===== src/verilog/psl_pkg.sv =====
// Shared constants, types and decoding for the strap and LED configuration block.
// Assumes a single 100 MHz core clock and an AHB-Lite register bus.
package psl_pkg;

  ////////////////////////////////////////////////////////////////////////////
  // Clocking and timing.
  localparam int CORE_HZ = 100_000_000;
  localparam int REF_HZ = 25_000_000;
  localparam int REF_DIV = CORE_HZ / REF_HZ;
  localparam int FLASH_TIME_MS = 500;
  localparam int FLASH_TICKS = FLASH_TIME_MS * (REF_HZ / 1000);
  localparam int FLASH_W = 24;
  localparam int SETTLE_CYC = 2;

  ////////////////////////////////////////////////////////////////////////////
  // Register byte addresses and field positions.
  localparam logic [31:0] CTRL_ADDR = 32'h00000000;
  localparam logic [31:0] STRAP_ADDR = 32'h00000004;
  localparam logic [31:0] STATUS_ADDR = 32'h00000008;
  localparam int CTRL_SRST_BIT = 0;
  localparam int ST_PD_BIT = 0;
  localparam int ST_FLASH_BIT = 1;
  localparam int ST_DONE_BIT = 2;
  localparam int ST_XOVER_BIT = 3;
  localparam int ST_RMII_BIT = 4;
  localparam int ST_SERIAL_BIT = 5;

  ////////////////////////////////////////////////////////////////////////////
  // Pin vector layout; the strap register uses the low STRAP_W bits.
  localparam int PIN_LED_LSB = 0;
  localparam int PIN_CLS = 3;
  localparam int PIN_COL = 4;
  localparam int PIN_RPTR = 5;
  localparam int PIN_PD = 6;
  localparam int PIN_XOVER = 7;
  localparam int PIN_SCHEME = 8;
  localparam int PIN_SERIAL = 9;
  localparam int PIN_W = 10;
  localparam int STRAP_W = 6;
  localparam logic [STRAP_W-1:0] STRAP_RST = 6'h00;

  ////////////////////////////////////////////////////////////////////////////
  // Mode strap codes, advertised abilities and pin-use masks.
  localparam logic [2:0] MODE_DUAL = 3'h0;
  localparam logic [2:0] MODE_FX_HDX = 3'h1;
  localparam logic [2:0] MODE_FX_FDX = 3'h2;
  localparam logic [2:0] MODE_T10_HDX = 3'h3;
  localparam logic [2:0] MODE_T10_FDX = 3'h4;
  localparam logic [2:0] MODE_T100_HDX = 3'h5;
  localparam logic [2:0] MODE_T100_FDX = 3'h6;
  localparam logic [2:0] MODE_AUTO = 3'h7;
  localparam logic [3:0] ADV_ALL = 4'hF;
  localparam logic [3:0] ADV_DUAL_HDX = 4'h5;
  localparam logic [3:0] USE_MII = 4'hF;
  localparam logic [3:0] USE_RMII = 4'h3;
  localparam logic [3:0] USE_SERIAL = 4'h1;

  typedef enum logic [1:0] {
    PSL_SETTLE = 2'b00,
    PSL_CAPTURE = 2'b01,
    PSL_FLASH = 2'b10,
    PSL_RUN = 2'b11
  } psl_state_e;

  typedef struct packed {
    logic an_en;
    logic dual;
    logic fiber;
    logic speed100;
    logic fdx;
    logic [3:0] adv;
  } psl_mode_s;

  // Turns the three mode strap bits into operating-mode fields.
  function automatic psl_mode_s psl_decode(input logic [2:0] code);
    psl_mode_s m;
    m = '0;
    unique case (code)
      MODE_DUAL: begin
        m.dual = 1'b1;
        m.adv = ADV_DUAL_HDX;
      end
      MODE_FX_HDX: begin
        m.fiber = 1'b1;
        m.speed100 = 1'b1;
      end
      MODE_FX_FDX: begin
        m.fiber = 1'b1;
        m.speed100 = 1'b1;
        m.fdx = 1'b1;
      end
      MODE_T10_HDX: m.speed100 = 1'b0;
      MODE_T10_FDX: m.fdx = 1'b1;
      MODE_T100_HDX: m.speed100 = 1'b1;
      MODE_T100_FDX: begin
        m.speed100 = 1'b1;
        m.fdx = 1'b1;
      end
      MODE_AUTO: begin
        m.an_en = 1'b1;
        m.adv = ADV_ALL;
      end
    endcase
    return m;
  endfunction

endpackage


===== src/verilog/psl_led_if.sv =====
// Bundle between the strap core and the LED function encoder.
// Assumes both ends run on the core clock carried inside.
`timescale 1ns/100ps
`default_nettype none
interface psl_led_if;
  logic clk;
  logic rst_b;
  logic scheme;
  logic link_up;
  logic speed_100;
  logic full_duplex;
  logic activity;
  logic collision;
  logic [2:0] on;

  modport enc (input clk, rst_b, scheme, link_up, speed_100, full_duplex, activity, collision, output on);
  modport core (output clk, rst_b, scheme, link_up, speed_100, full_duplex, activity, collision, input on);
endinterface
`default_nettype wire


===== src/verilog/psl_led_enc.sv =====
// LED function encoder: logical on/off per LED from link status and scheme.
// Assumes status inputs are already on the core clock; polarity is applied outside.
`timescale 1ns/100ps
`default_nettype none
module psl_led_enc (
  // LED bundle.
  psl_led_if.enc led_if
);
  import psl_pkg::*;

  ////////////////////////////////////////////////////////////////////////////
  // Separate-LED scheme shows duplex, speed and link; combined scheme folds
  // speed into two link lamps and shows duplex or collision on the third.
  always_comb begin
    if (led_if.scheme) begin
      led_if.on[0] = led_if.full_duplex; // RL14
      led_if.on[1] = led_if.speed_100;
      led_if.on[2] = led_if.link_up & ~led_if.activity;
    end else begin
      led_if.on[0] = led_if.link_up & led_if.speed_100 & ~led_if.activity; // RL14
      led_if.on[1] = led_if.link_up & ~led_if.speed_100 & ~led_if.activity;
      led_if.on[2] = led_if.full_duplex | led_if.collision;
    end
  end
endmodule // psl_led_enc
`default_nettype wire


===== src/verilog/psl_strap_top.sv =====
// Strap capture, mode decode, LED drive and power-down control with an AHB-Lite slave.
// Assumes pins are asynchronous to core_clk_i and link status inputs are on core_clk_i.
//
// Overview of operation
// RL1: After reset the three mode straps, shared with the LED pins, are sampled and held in the mode register.
// RL2: Mode code 000 is dual-speed half duplex, 001/010 fiber 100 half/full, 011/100 10 half/full, 101/110 100 half/full.
// RL3: Mode code 111 enables auto-negotiation and advertises all abilities.
// RL4: While the power-down pin is high the block shuts its outputs off, keeps the bus alive and quiets the MII.
// RL5: Power-down is left only by a hardware reset or a soft reset with the power-down pin low.
// RL6: A status pin strapped low is driven as cable status, 1 meaning a cable is present.
// RL7: A status pin strapped high is driven as link status, 0 meaning link up.
// RL8: The crossover pin high disables automatic crossover, low enables it.
// RL9: After reset or a soft reset all LEDs are lit once for 500 ms.
// RL10: An LED pin strapped high is driven active low, strapped low active high.
// RL11: Each LED pin is read as a strap during reset and then driven as an LED.
// RL12: Reduced MII uses two data bits each way and no MII clocks, collision or carrier pins, on a 50 MHz reference.
// RL13: Seven-wire serial mode uses data bit 0 only and keeps clocks, enable, collision and carrier active.
// RL14: The LED scheme pin low selects the combined lamp scheme, high the separate lamps.
// RL15: The collision pin strap selects normal MII when low and reduced MII when high.
// RL16: Straps are taken after reset release and LED drivers stay off until then.
// RL17: The 500 ms flash is counted in ticks of a 25 MHz reference enable.
//
// The register offsets and register access over AHB-Lite were decided locally.
`timescale 1ns/100ps
`default_nettype none
module psl_strap_top #(
  parameter int unsigned FLASH_TICKS_P = psl_pkg::FLASH_TICKS
) (
  // Clock and reset.
  input wire logic core_clk_i,
  input wire logic rst_b_i,
  // AHB-Lite slave.
  input wire logic hsel_i,
  input wire logic [31:0] haddr_i,
  input wire logic [1:0] htrans_i,
  input wire logic hwrite_i,
  input wire logic [2:0] hsize_i,
  input wire logic hready_i,
  input wire logic [31:0] hwdata_i,
  output logic [31:0] hrdata_o,
  output logic hreadyout_o,
  output logic hresp_o,
  // LED and status pins, shared with straps.
  input wire logic [2:0] led_pin_i,
  output logic [2:0] led_pin_o,
  output logic [2:0] led_pin_oe_o,
  input wire logic cls_pin_i,
  output logic cls_pin_o,
  output logic cls_pin_oe_o,
  // Strap and control pins.
  input wire logic col_strap_i,
  input wire logic repeater_node_strap_i,
  input wire logic power_down_input_i,
  input wire logic crossover_auto_disable_i,
  input wire logic led_scheme_select_i,
  input wire logic seven_wire_serial_mode_i,
  // Link status from the transceiver core.
  input wire logic link_up_i,
  input wire logic speed_100_i,
  input wire logic full_duplex_i,
  input wire logic activity_i,
  input wire logic collision_i,
  input wire logic cable_present_i,
  // Configuration outputs.
  output logic an_enable_o,
  output logic [3:0] advertise_o,
  output logic dual_speed_o,
  output logic fiber_mode_o,
  output logic force_100_o,
  output logic force_fdx_o,
  output logic crossover_auto_o,
  output logic rmii_mode_o,
  output logic serial_mode_o,
  output logic repeater_mode_o,
  output logic power_down_o,
  output logic [3:0] txd_used_o,
  output logic [3:0] rxd_used_o,
  output logic mii_ctl_used_o
);
  import psl_pkg::*;

  logic [PIN_W-1:0] pin_raw, sync1_q, pin_s;
  logic [1:0] div_q, div_d;
  logic ref_tick;
  psl_state_e st_q, st_d;
  logic [FLASH_W-1:0] cnt_q, cnt_d;
  logic [STRAP_W-1:0] strap_q, strap_d;
  logic pd_q, pd_d;
  logic wen_q, wen_d;
  logic [31:0] waddr_q, waddr_d, rdata_q, rdata_d;
  logic acc, srst, done, flashing, rmii, serial;
  psl_mode_s mode;
  logic [2:0] led_o_q, led_o_d, led_oe_q, led_oe_d;
  logic cls_o_q, cls_o_d, cls_oe_q, cls_oe_d;
  psl_mode_s cfg_q, cfg_d;
  logic xover_q, xover_d, rmii_q, rmii_d, ser_q, ser_d, rptr_q, rptr_d, pdo_q, pdo_d;
  logic [3:0] use_q, use_d;
  logic ctl_q, ctl_d;

  ////////////////////////////////////////////////////////////////////////////
  // Two-stage synchroniser for every pin read by the core logic.
  assign pin_raw = {seven_wire_serial_mode_i, led_scheme_select_i, crossover_auto_disable_i,
                    power_down_input_i, repeater_node_strap_i, col_strap_i, cls_pin_i, led_pin_i}; // RL11

  always_ff @(posedge core_clk_i or negedge rst_b_i) begin
    if (!rst_b_i) begin
      sync1_q <= '0;
      pin_s <= '0;
    end else begin
      sync1_q <= pin_raw;
      pin_s <= sync1_q;
    end
  end

  ////////////////////////////////////////////////////////////////////////////
  // Divider giving a one-cycle 25 MHz reference enable.
  assign ref_tick = (div_q == 2'(REF_DIV - 1)); // RL17

  always_comb begin
    div_d = ref_tick ? 2'h0 : div_q + 2'h1;
  end

  always_ff @(posedge core_clk_i or negedge rst_b_i) begin
    if (!rst_b_i) begin
      div_q <= 2'h0;
    end else begin
      div_q <= div_d;
    end
  end

  ////////////////////////////////////////////////////////////////////////////
  // AHB-Lite slave: zero wait states, always OKAY, reads registered in the address phase.
  assign acc = hsel_i & hready_i & htrans_i[1];
  assign srst = wen_q && (waddr_q == CTRL_ADDR) && hwdata_i[CTRL_SRST_BIT];
  assign hreadyout_o = 1'b1;
  assign hresp_o = 1'b0;
  assign hrdata_o = rdata_q;

  always_comb begin
    wen_d = acc & hwrite_i;
    waddr_d = acc ? haddr_i : waddr_q;
    rdata_d = rdata_q;
    if (acc && !hwrite_i) begin
      rdata_d = 32'h00000000;
      if (haddr_i == STRAP_ADDR) begin
        rdata_d[STRAP_W-1:0] = strap_q;
      end else if (haddr_i == STATUS_ADDR) begin
        rdata_d[ST_PD_BIT] = pd_q;
        rdata_d[ST_FLASH_BIT] = flashing;
        rdata_d[ST_DONE_BIT] = done;
        rdata_d[ST_XOVER_BIT] = xover_q;
        rdata_d[ST_RMII_BIT] = rmii_q;
        rdata_d[ST_SERIAL_BIT] = ser_q;
      end
    end
  end

  always_ff @(posedge core_clk_i or negedge rst_b_i) begin
    if (!rst_b_i) begin
      wen_q <= 1'b0;
      waddr_q <= 32'h00000000;
      rdata_q <= 32'h00000000;
    end else begin
      wen_q <= wen_d;
      waddr_q <= waddr_d;
      rdata_q <= rdata_d;
    end
  end

  ////////////////////////////////////////////////////////////////////////////
  // Sequencer: settle the synchroniser, take the straps, flash, then run.
  assign done = (st_q == PSL_FLASH) || (st_q == PSL_RUN);
  assign flashing = (st_q == PSL_FLASH);

  always_comb begin
    st_d = st_q;
    cnt_d = cnt_q;
    strap_d = strap_q;
    pd_d = pd_q;
    // A high pin holds power-down; only a hardware reset or a soft reset with the pin low clears it.
    if (pin_s[PIN_PD]) begin
      pd_d = 1'b1; // RL4
    end else if (srst) begin
      pd_d = 1'b0; // RL5
    end
    unique case (st_q)
      PSL_SETTLE: begin
        cnt_d = cnt_q + FLASH_W'(1);
        if (cnt_q == FLASH_W'(SETTLE_CYC - 1)) begin
          st_d = PSL_CAPTURE; // RL16
        end
      end
      PSL_CAPTURE: begin
        strap_d = pin_s[STRAP_W-1:0]; // RL1
        st_d = PSL_FLASH;
        cnt_d = FLASH_W'(FLASH_TICKS_P); // RL9
      end
      PSL_FLASH: begin
        if (ref_tick) begin
          cnt_d = cnt_q - FLASH_W'(1); // RL17
          if (cnt_q <= FLASH_W'(1)) begin
            st_d = PSL_RUN;
          end
        end
      end
      PSL_RUN: st_d = PSL_RUN;
    endcase
    // A soft reset restarts the flash without taking the straps again.
    if (srst && done) begin
      st_d = PSL_FLASH; // RL9
      cnt_d = FLASH_W'(FLASH_TICKS_P);
    end
  end

  always_ff @(posedge core_clk_i or negedge rst_b_i) begin
    if (!rst_b_i) begin
      st_q <= PSL_SETTLE;
      cnt_q <= '0;
      strap_q <= STRAP_RST;
      pd_q <= 1'b0;
    end else begin
      st_q <= st_d;
      cnt_q <= cnt_d;
      strap_q <= strap_d;
      pd_q <= pd_d;
    end
  end

  ////////////////////////////////////////////////////////////////////////////
  // LED function encoder.
  psl_led_if led_if ();
  assign led_if.clk = core_clk_i;
  assign led_if.rst_b = rst_b_i;
  assign led_if.scheme = pin_s[PIN_SCHEME];
  assign led_if.link_up = link_up_i;
  assign led_if.speed_100 = speed_100_i;
  assign led_if.full_duplex = full_duplex_i;
  assign led_if.activity = activity_i;
  assign led_if.collision = collision_i;

  psl_led_enc u_led_enc (
    .led_if(led_if)
  );

  ////////////////////////////////////////////////////////////////////////////
  // Registered outputs: pin drive, mode fields and MII pin use.
  assign mode = psl_decode(strap_q[PIN_LED_LSB +: 3]); // RL2
  assign rmii = strap_q[PIN_COL]; // RL15
  assign serial = pin_s[PIN_SERIAL] & ~rmii;

  always_comb begin
    // Polarity is the strapped level: a high strap makes the lamp active low.
    led_o_d = (flashing ? 3'h7 : led_if.on) ^ strap_q[PIN_LED_LSB +: 3]; // RL10
    led_oe_d = {3{done & ~pd_q}}; // RL16
    cls_o_d = strap_q[PIN_CLS] ? ~link_up_i : cable_present_i; // RL6 RL7
    cls_oe_d = done & ~pd_q;
    cfg_d = done ? mode : '0; // RL3
    xover_d = ~pin_s[PIN_XOVER]; // RL8
    rmii_d = rmii;
    ser_d = serial;
    rptr_d = strap_q[PIN_RPTR];
    pdo_d = pd_q;
    if (pd_q) begin
      use_d = 4'h0; // RL4
      ctl_d = 1'b0;
    end else if (rmii) begin
      use_d = USE_RMII; // RL12
      ctl_d = 1'b0;
    end else if (serial) begin
      use_d = USE_SERIAL; // RL13
      ctl_d = 1'b1;
    end else begin
      use_d = USE_MII;
      ctl_d = 1'b1;
    end
  end

  always_ff @(posedge core_clk_i or negedge rst_b_i) begin
    if (!rst_b_i) begin
      led_o_q <= 3'h0;
      led_oe_q <= 3'h0;
      cls_o_q <= 1'b0;
      cls_oe_q <= 1'b0;
      cfg_q <= '0;
      xover_q <= 1'b0;
      rmii_q <= 1'b0;
      ser_q <= 1'b0;
      rptr_q <= 1'b0;
      pdo_q <= 1'b0;
      use_q <= 4'h0;
      ctl_q <= 1'b0;
    end else begin
      led_o_q <= led_o_d;
      led_oe_q <= led_oe_d;
      cls_o_q <= cls_o_d;
      cls_oe_q <= cls_oe_d;
      cfg_q <= cfg_d;
      xover_q <= xover_d;
      rmii_q <= rmii_d;
      ser_q <= ser_d;
      rptr_q <= rptr_d;
      pdo_q <= pdo_d;
      use_q <= use_d;
      ctl_q <= ctl_d;
    end
  end

  assign led_pin_o = led_o_q;
  assign led_pin_oe_o = led_oe_q;
  assign cls_pin_o = cls_o_q;
  assign cls_pin_oe_o = cls_oe_q;
  assign an_enable_o = cfg_q.an_en;
  assign advertise_o = cfg_q.adv;
  assign dual_speed_o = cfg_q.dual;
  assign fiber_mode_o = cfg_q.fiber;
  assign force_100_o = cfg_q.speed100;
  assign force_fdx_o = cfg_q.fdx;
  assign crossover_auto_o = xover_q;
  assign rmii_mode_o = rmii_q;
  assign serial_mode_o = ser_q;
  assign repeater_mode_o = rptr_q;
  assign power_down_o = pdo_q;
  assign txd_used_o = use_q;
  assign rxd_used_o = use_q;
  assign mii_ctl_used_o = ctl_q;
endmodule // psl_strap_top
`default_nettype wire


===== config.mk =====
export PLATFORM = sky130hd
export DESIGN_NAME = psl_strap_top
export DESIGN_NICKNAME = d
export VERILOG_FILES = /design/src/verilog/psl_pkg.sv /design/src/verilog/psl_led_if.sv /design/src/verilog/psl_led_enc.sv /design/src/verilog/psl_strap_top.sv
export SDC_FILE = /design/constraint.sdc
export NUM_CORES = 1
export LEC_CHECK = 0
export BUFFER_PORTS_ARGS = -buffer_cell sky130_fd_sc_hd__buf_2
export CAP_MARGIN = 30
export CORE_MARGIN = 2
export CORE_UTILIZATION = 25
export CTS_BUF_LIST = sky130_fd_sc_hd__clkbuf_16
export CTS_CLUSTER_DIAMETER = 150
export DETAILED_ROUTE_END_ITERATION = 8
export PLACE_DENSITY = 0.54
export SLEW_MARGIN = 20
export SYNTH_ARGS = -nofsm -noshare
export SYNTH_HDL_FRONTEND = slang
export SYNTH_SLANG_ARGS = --single-unit

===== constraint.sdc =====
create_clock -name core_clk_i -period 2.65 [get_ports core_clk_i]
set_input_delay 0.1325 -clock core_clk_i [delete_from_list [all_inputs] [get_ports core_clk_i]]
set_output_delay 0.1325 -clock core_clk_i [all_outputs]
set_load 0.01 [all_outputs]

==> impl_metrics.ini <==
[critical_path]
cp_slowest_cell = or3_1
start_kind = flip-flop
max_stage_delay_ns = 0.55
path_cells = nor4_1 -> nand4_1 -> or3_1 -> a21oi_4 -> nand2_1 -> o22a_1
critPathTopFamily = simple AND/OR/NAND/NOR gates
crit_type = reg -> reg
required_ns = 2.95
worstPathArrival_ns = 2.76
crit_fanout = 10
end_kind = flip-flop
path_buf_inv = 0

[yosys]
synth_cell_types = 63
yosys_warnings = 0
synth.top_cell.area_share_pct = 49.11
syn_area_um2 = 5859
yosysTopAreaCell = dfrtp_1
avgSynthCellArea_um2 = 10.19
seq_area_frac_synth_pct = 49.11
ys_ff_latch = 115
ys_top_cells_by_area = dfrtp_1 49%, mux2_2 7.7%, buf_4 5.0%
ys.flop_type = dfrtp_1
synth_edf_count = 0
netlist_instances = 575
synthArstFlopShare_pct = 100.0

[pwr]
finalPower_mw = 4.769
ir_drop_uv = 458.0
powerDensity_nw_per_um2 = 622.5
p_leak_nw = 3.368

[placed_design]
dp_slack_ns = 0.1433
gp_congestion = 0.8609
dpl.hpwl_mm = 10.28
dp.cells = 971
numPortBuffers = 91
postPlaceCellArea_um2 = 6616

[global_route]
antenna_found_initial = 0
overflow = 0
grtUsageTotal_pct = 12.78
grt_max_degree = 58
grt_pass1_wl_mm = 24.67
grt_pass1_vias = 4707

[routing]
first_iter_violations = 320
wl_per_cell_um = 14.13
routed_via_density = 4.509
ant_nets = 0
vias = 4725
drt_wl_total_mm = 14.81
drc_errors = 0
dr.pass1.iters = 5

[sta]
skew_ns = 0.004104
period_minus_slack_ns = 2.463
hold-worst-slack_ns = 0.01927
setup_violations = 0
slew_viol_final = 0
max_clock_freq_mhz = 405.9
slew_headroom_pct = 49.51
worst_slew_pin_slew_ns = 0.7573
tns_ns = 0
setup_slack_ns = 0.1866
rsz0062_at_grt = no
period_share_pct = 92.96
hold_viol = 0

[floorplanning]
die_x_um = 157.1
rows = 56
dieArea_um2 = 24680
fp.dieH_um = 157.1
start_util_pct = 25.19
pin_count = 155
fp.coreArea_um2 = 23260

[hold_path]
min_path_type = in -> reg

[clock_network]
post-cts-setup-buffer-count = 0
clkLatencyLatePin_ns = 0.41
cts.sinks = 115
cts_made_buffers = 17
cts_root_buf = clkbuf_16
tritoncts = yes
cts_max_level = 4
cts_buffer_depth = 2
clk_pin_slew_ns = 0.06

[finish]
syn2layout_area_growth_pct = 30.75
final_area_um2 = 7661
instances_no_fill = 1048
drive_gt1_share_pct = 28.12
nNetsFinal = 815
antennaDiodeCount = 0
fin_util_pct = 32.93

[job]
drv_cap = 0

[outcome]
status = finished clean
## layout make-up
cell class | count | area [um^2]
well taps | 319 | 399.1
multi-input cells | 398 | 2571
repair buffers | 168 | 1161
inverters | 16 | 60.06
clock buffers | 17 | 425.4
fillers | 2430 | 15600
flip-flops and latches | 115 | 2878
clock inverters | 15 | 166.4
## metal layers
layer	track usage, %	part of all wire (%)	up-vias
met5	0	0	-
met4	4.069	1.5	0
met3	3.689	5.2	16
met2	20.26	47	132
met1	16.82	46	2280
li1	-	-	2297
## worst register-to-register path, stage by stage (launching register included)
cell and delay [ns]:
dfrtp_1 0.37, nor4_1 0.38, nand4_1 0.22, or3_1 0.55
a21oi_4 0.41, nand2_1 0.17, o22a_1 0.23
## sequential cells by signal (all words and copies together) (netlist names), 3 cells and up
signal and count:
waddr_q 32, rxd_used_o 3, sync1_q 10, cnt_q 24
hrdata_o 6, strap_q 6, led_pin_o 3, pin_s 10
## power by group
group / total (mW) / internal, mW / switching [mW]
Combinational: 0.448 / 0.239 / 0.210
Sequential: 2.04 / 1.90 / 0.140
Clock: 2.28 / 1.47 / 0.811
Total: 4.77 / 3.61 / 1.16
## final timing paths
| kind | endpoint | from | cells past startpoint | slack [ns] |
|---|---|---|---|---|
| setup / recovery | cnt_q[20] | waddr_q[18] | 6 | 0.19 |
| hold / removal | waddr_q[2] | haddr_i[2] | 3 | 0.02 |
| setup reg to reg | cnt_q[20] | waddr_q[18] | 6 | 0.19 |
| hold reg to reg | pin_s[9] | sync1_q[9] | 0 | 0.34 |
| max in group asynchronous | dual_speed_o | rst_b_i | 3 | 1.48 |
| min in group asynchronous | waddr_q[23] | rst_b_i | 2 | 0.32 |
## cell families after synthesis
kind of cell | share of synthesized area [%]
and+or+nand+nor | 16.40
AOI/OAI and AO/OA | 13.71
DFF | 49.11
buffers and inverters | 8.712
muxes | 8.371
xor gates and xnor gates | 1.644
adders and majority gates | 1.922
other | 0.1282
## what timing repair did
| action | in CTS | in global routing |
|---|---|---|
| gates resized for setup | 0 | 1 |
| hold buffers | 45 | 0 |
| hold endpoints to repair | 98 | 0 |
| setup endpoints to repair | 0 | 1 |
## cell usage after synthesis (3+ instances only)
cell       instances
xor2_1             4
o21ai_0           34
nand2_1           39
dfrtp_1          115
a22oi_1            8
buf_2              9
nand4_1           13
a211oi_1           3
a31oi_1            4
a2bb2oi_1          3
a21o_1             4
nor2b_1            3
mux2_2            40
o211ai_1           4
o22ai_1            3
buf_6              3
inv_1             15
nor3_1            21
nor2_1            40
ha_1               9
mux2i_1            4
a21oi_1           27
buf_4             39
nor4_1            25
nand3_1           15
nand2b_1           4
clkbuf_1          21
or3_1              8
xnor2_1            7
o31ai_1            6
## layout by cell type (no fill, tap or decap), types with 6 or more instances in the layout
master and n:
a21oi_1 27, a22oi_1 8, buf_2 90, buf_4 32, clkbuf_16 17, conb_1 28
dfrtp_1 115, dlygate4sd3_1 45, ha_1 9, inv_1 17, mux2_2 40, nand2_1 39
nand3_1 15, nand4_1 13, nor2_1 39, nor3_1 21, nor4_1 25, o21ai_0 34
o31ai_1 6, or3_1 8, xnor2_1 7
(Power assumes the default switching activity.)
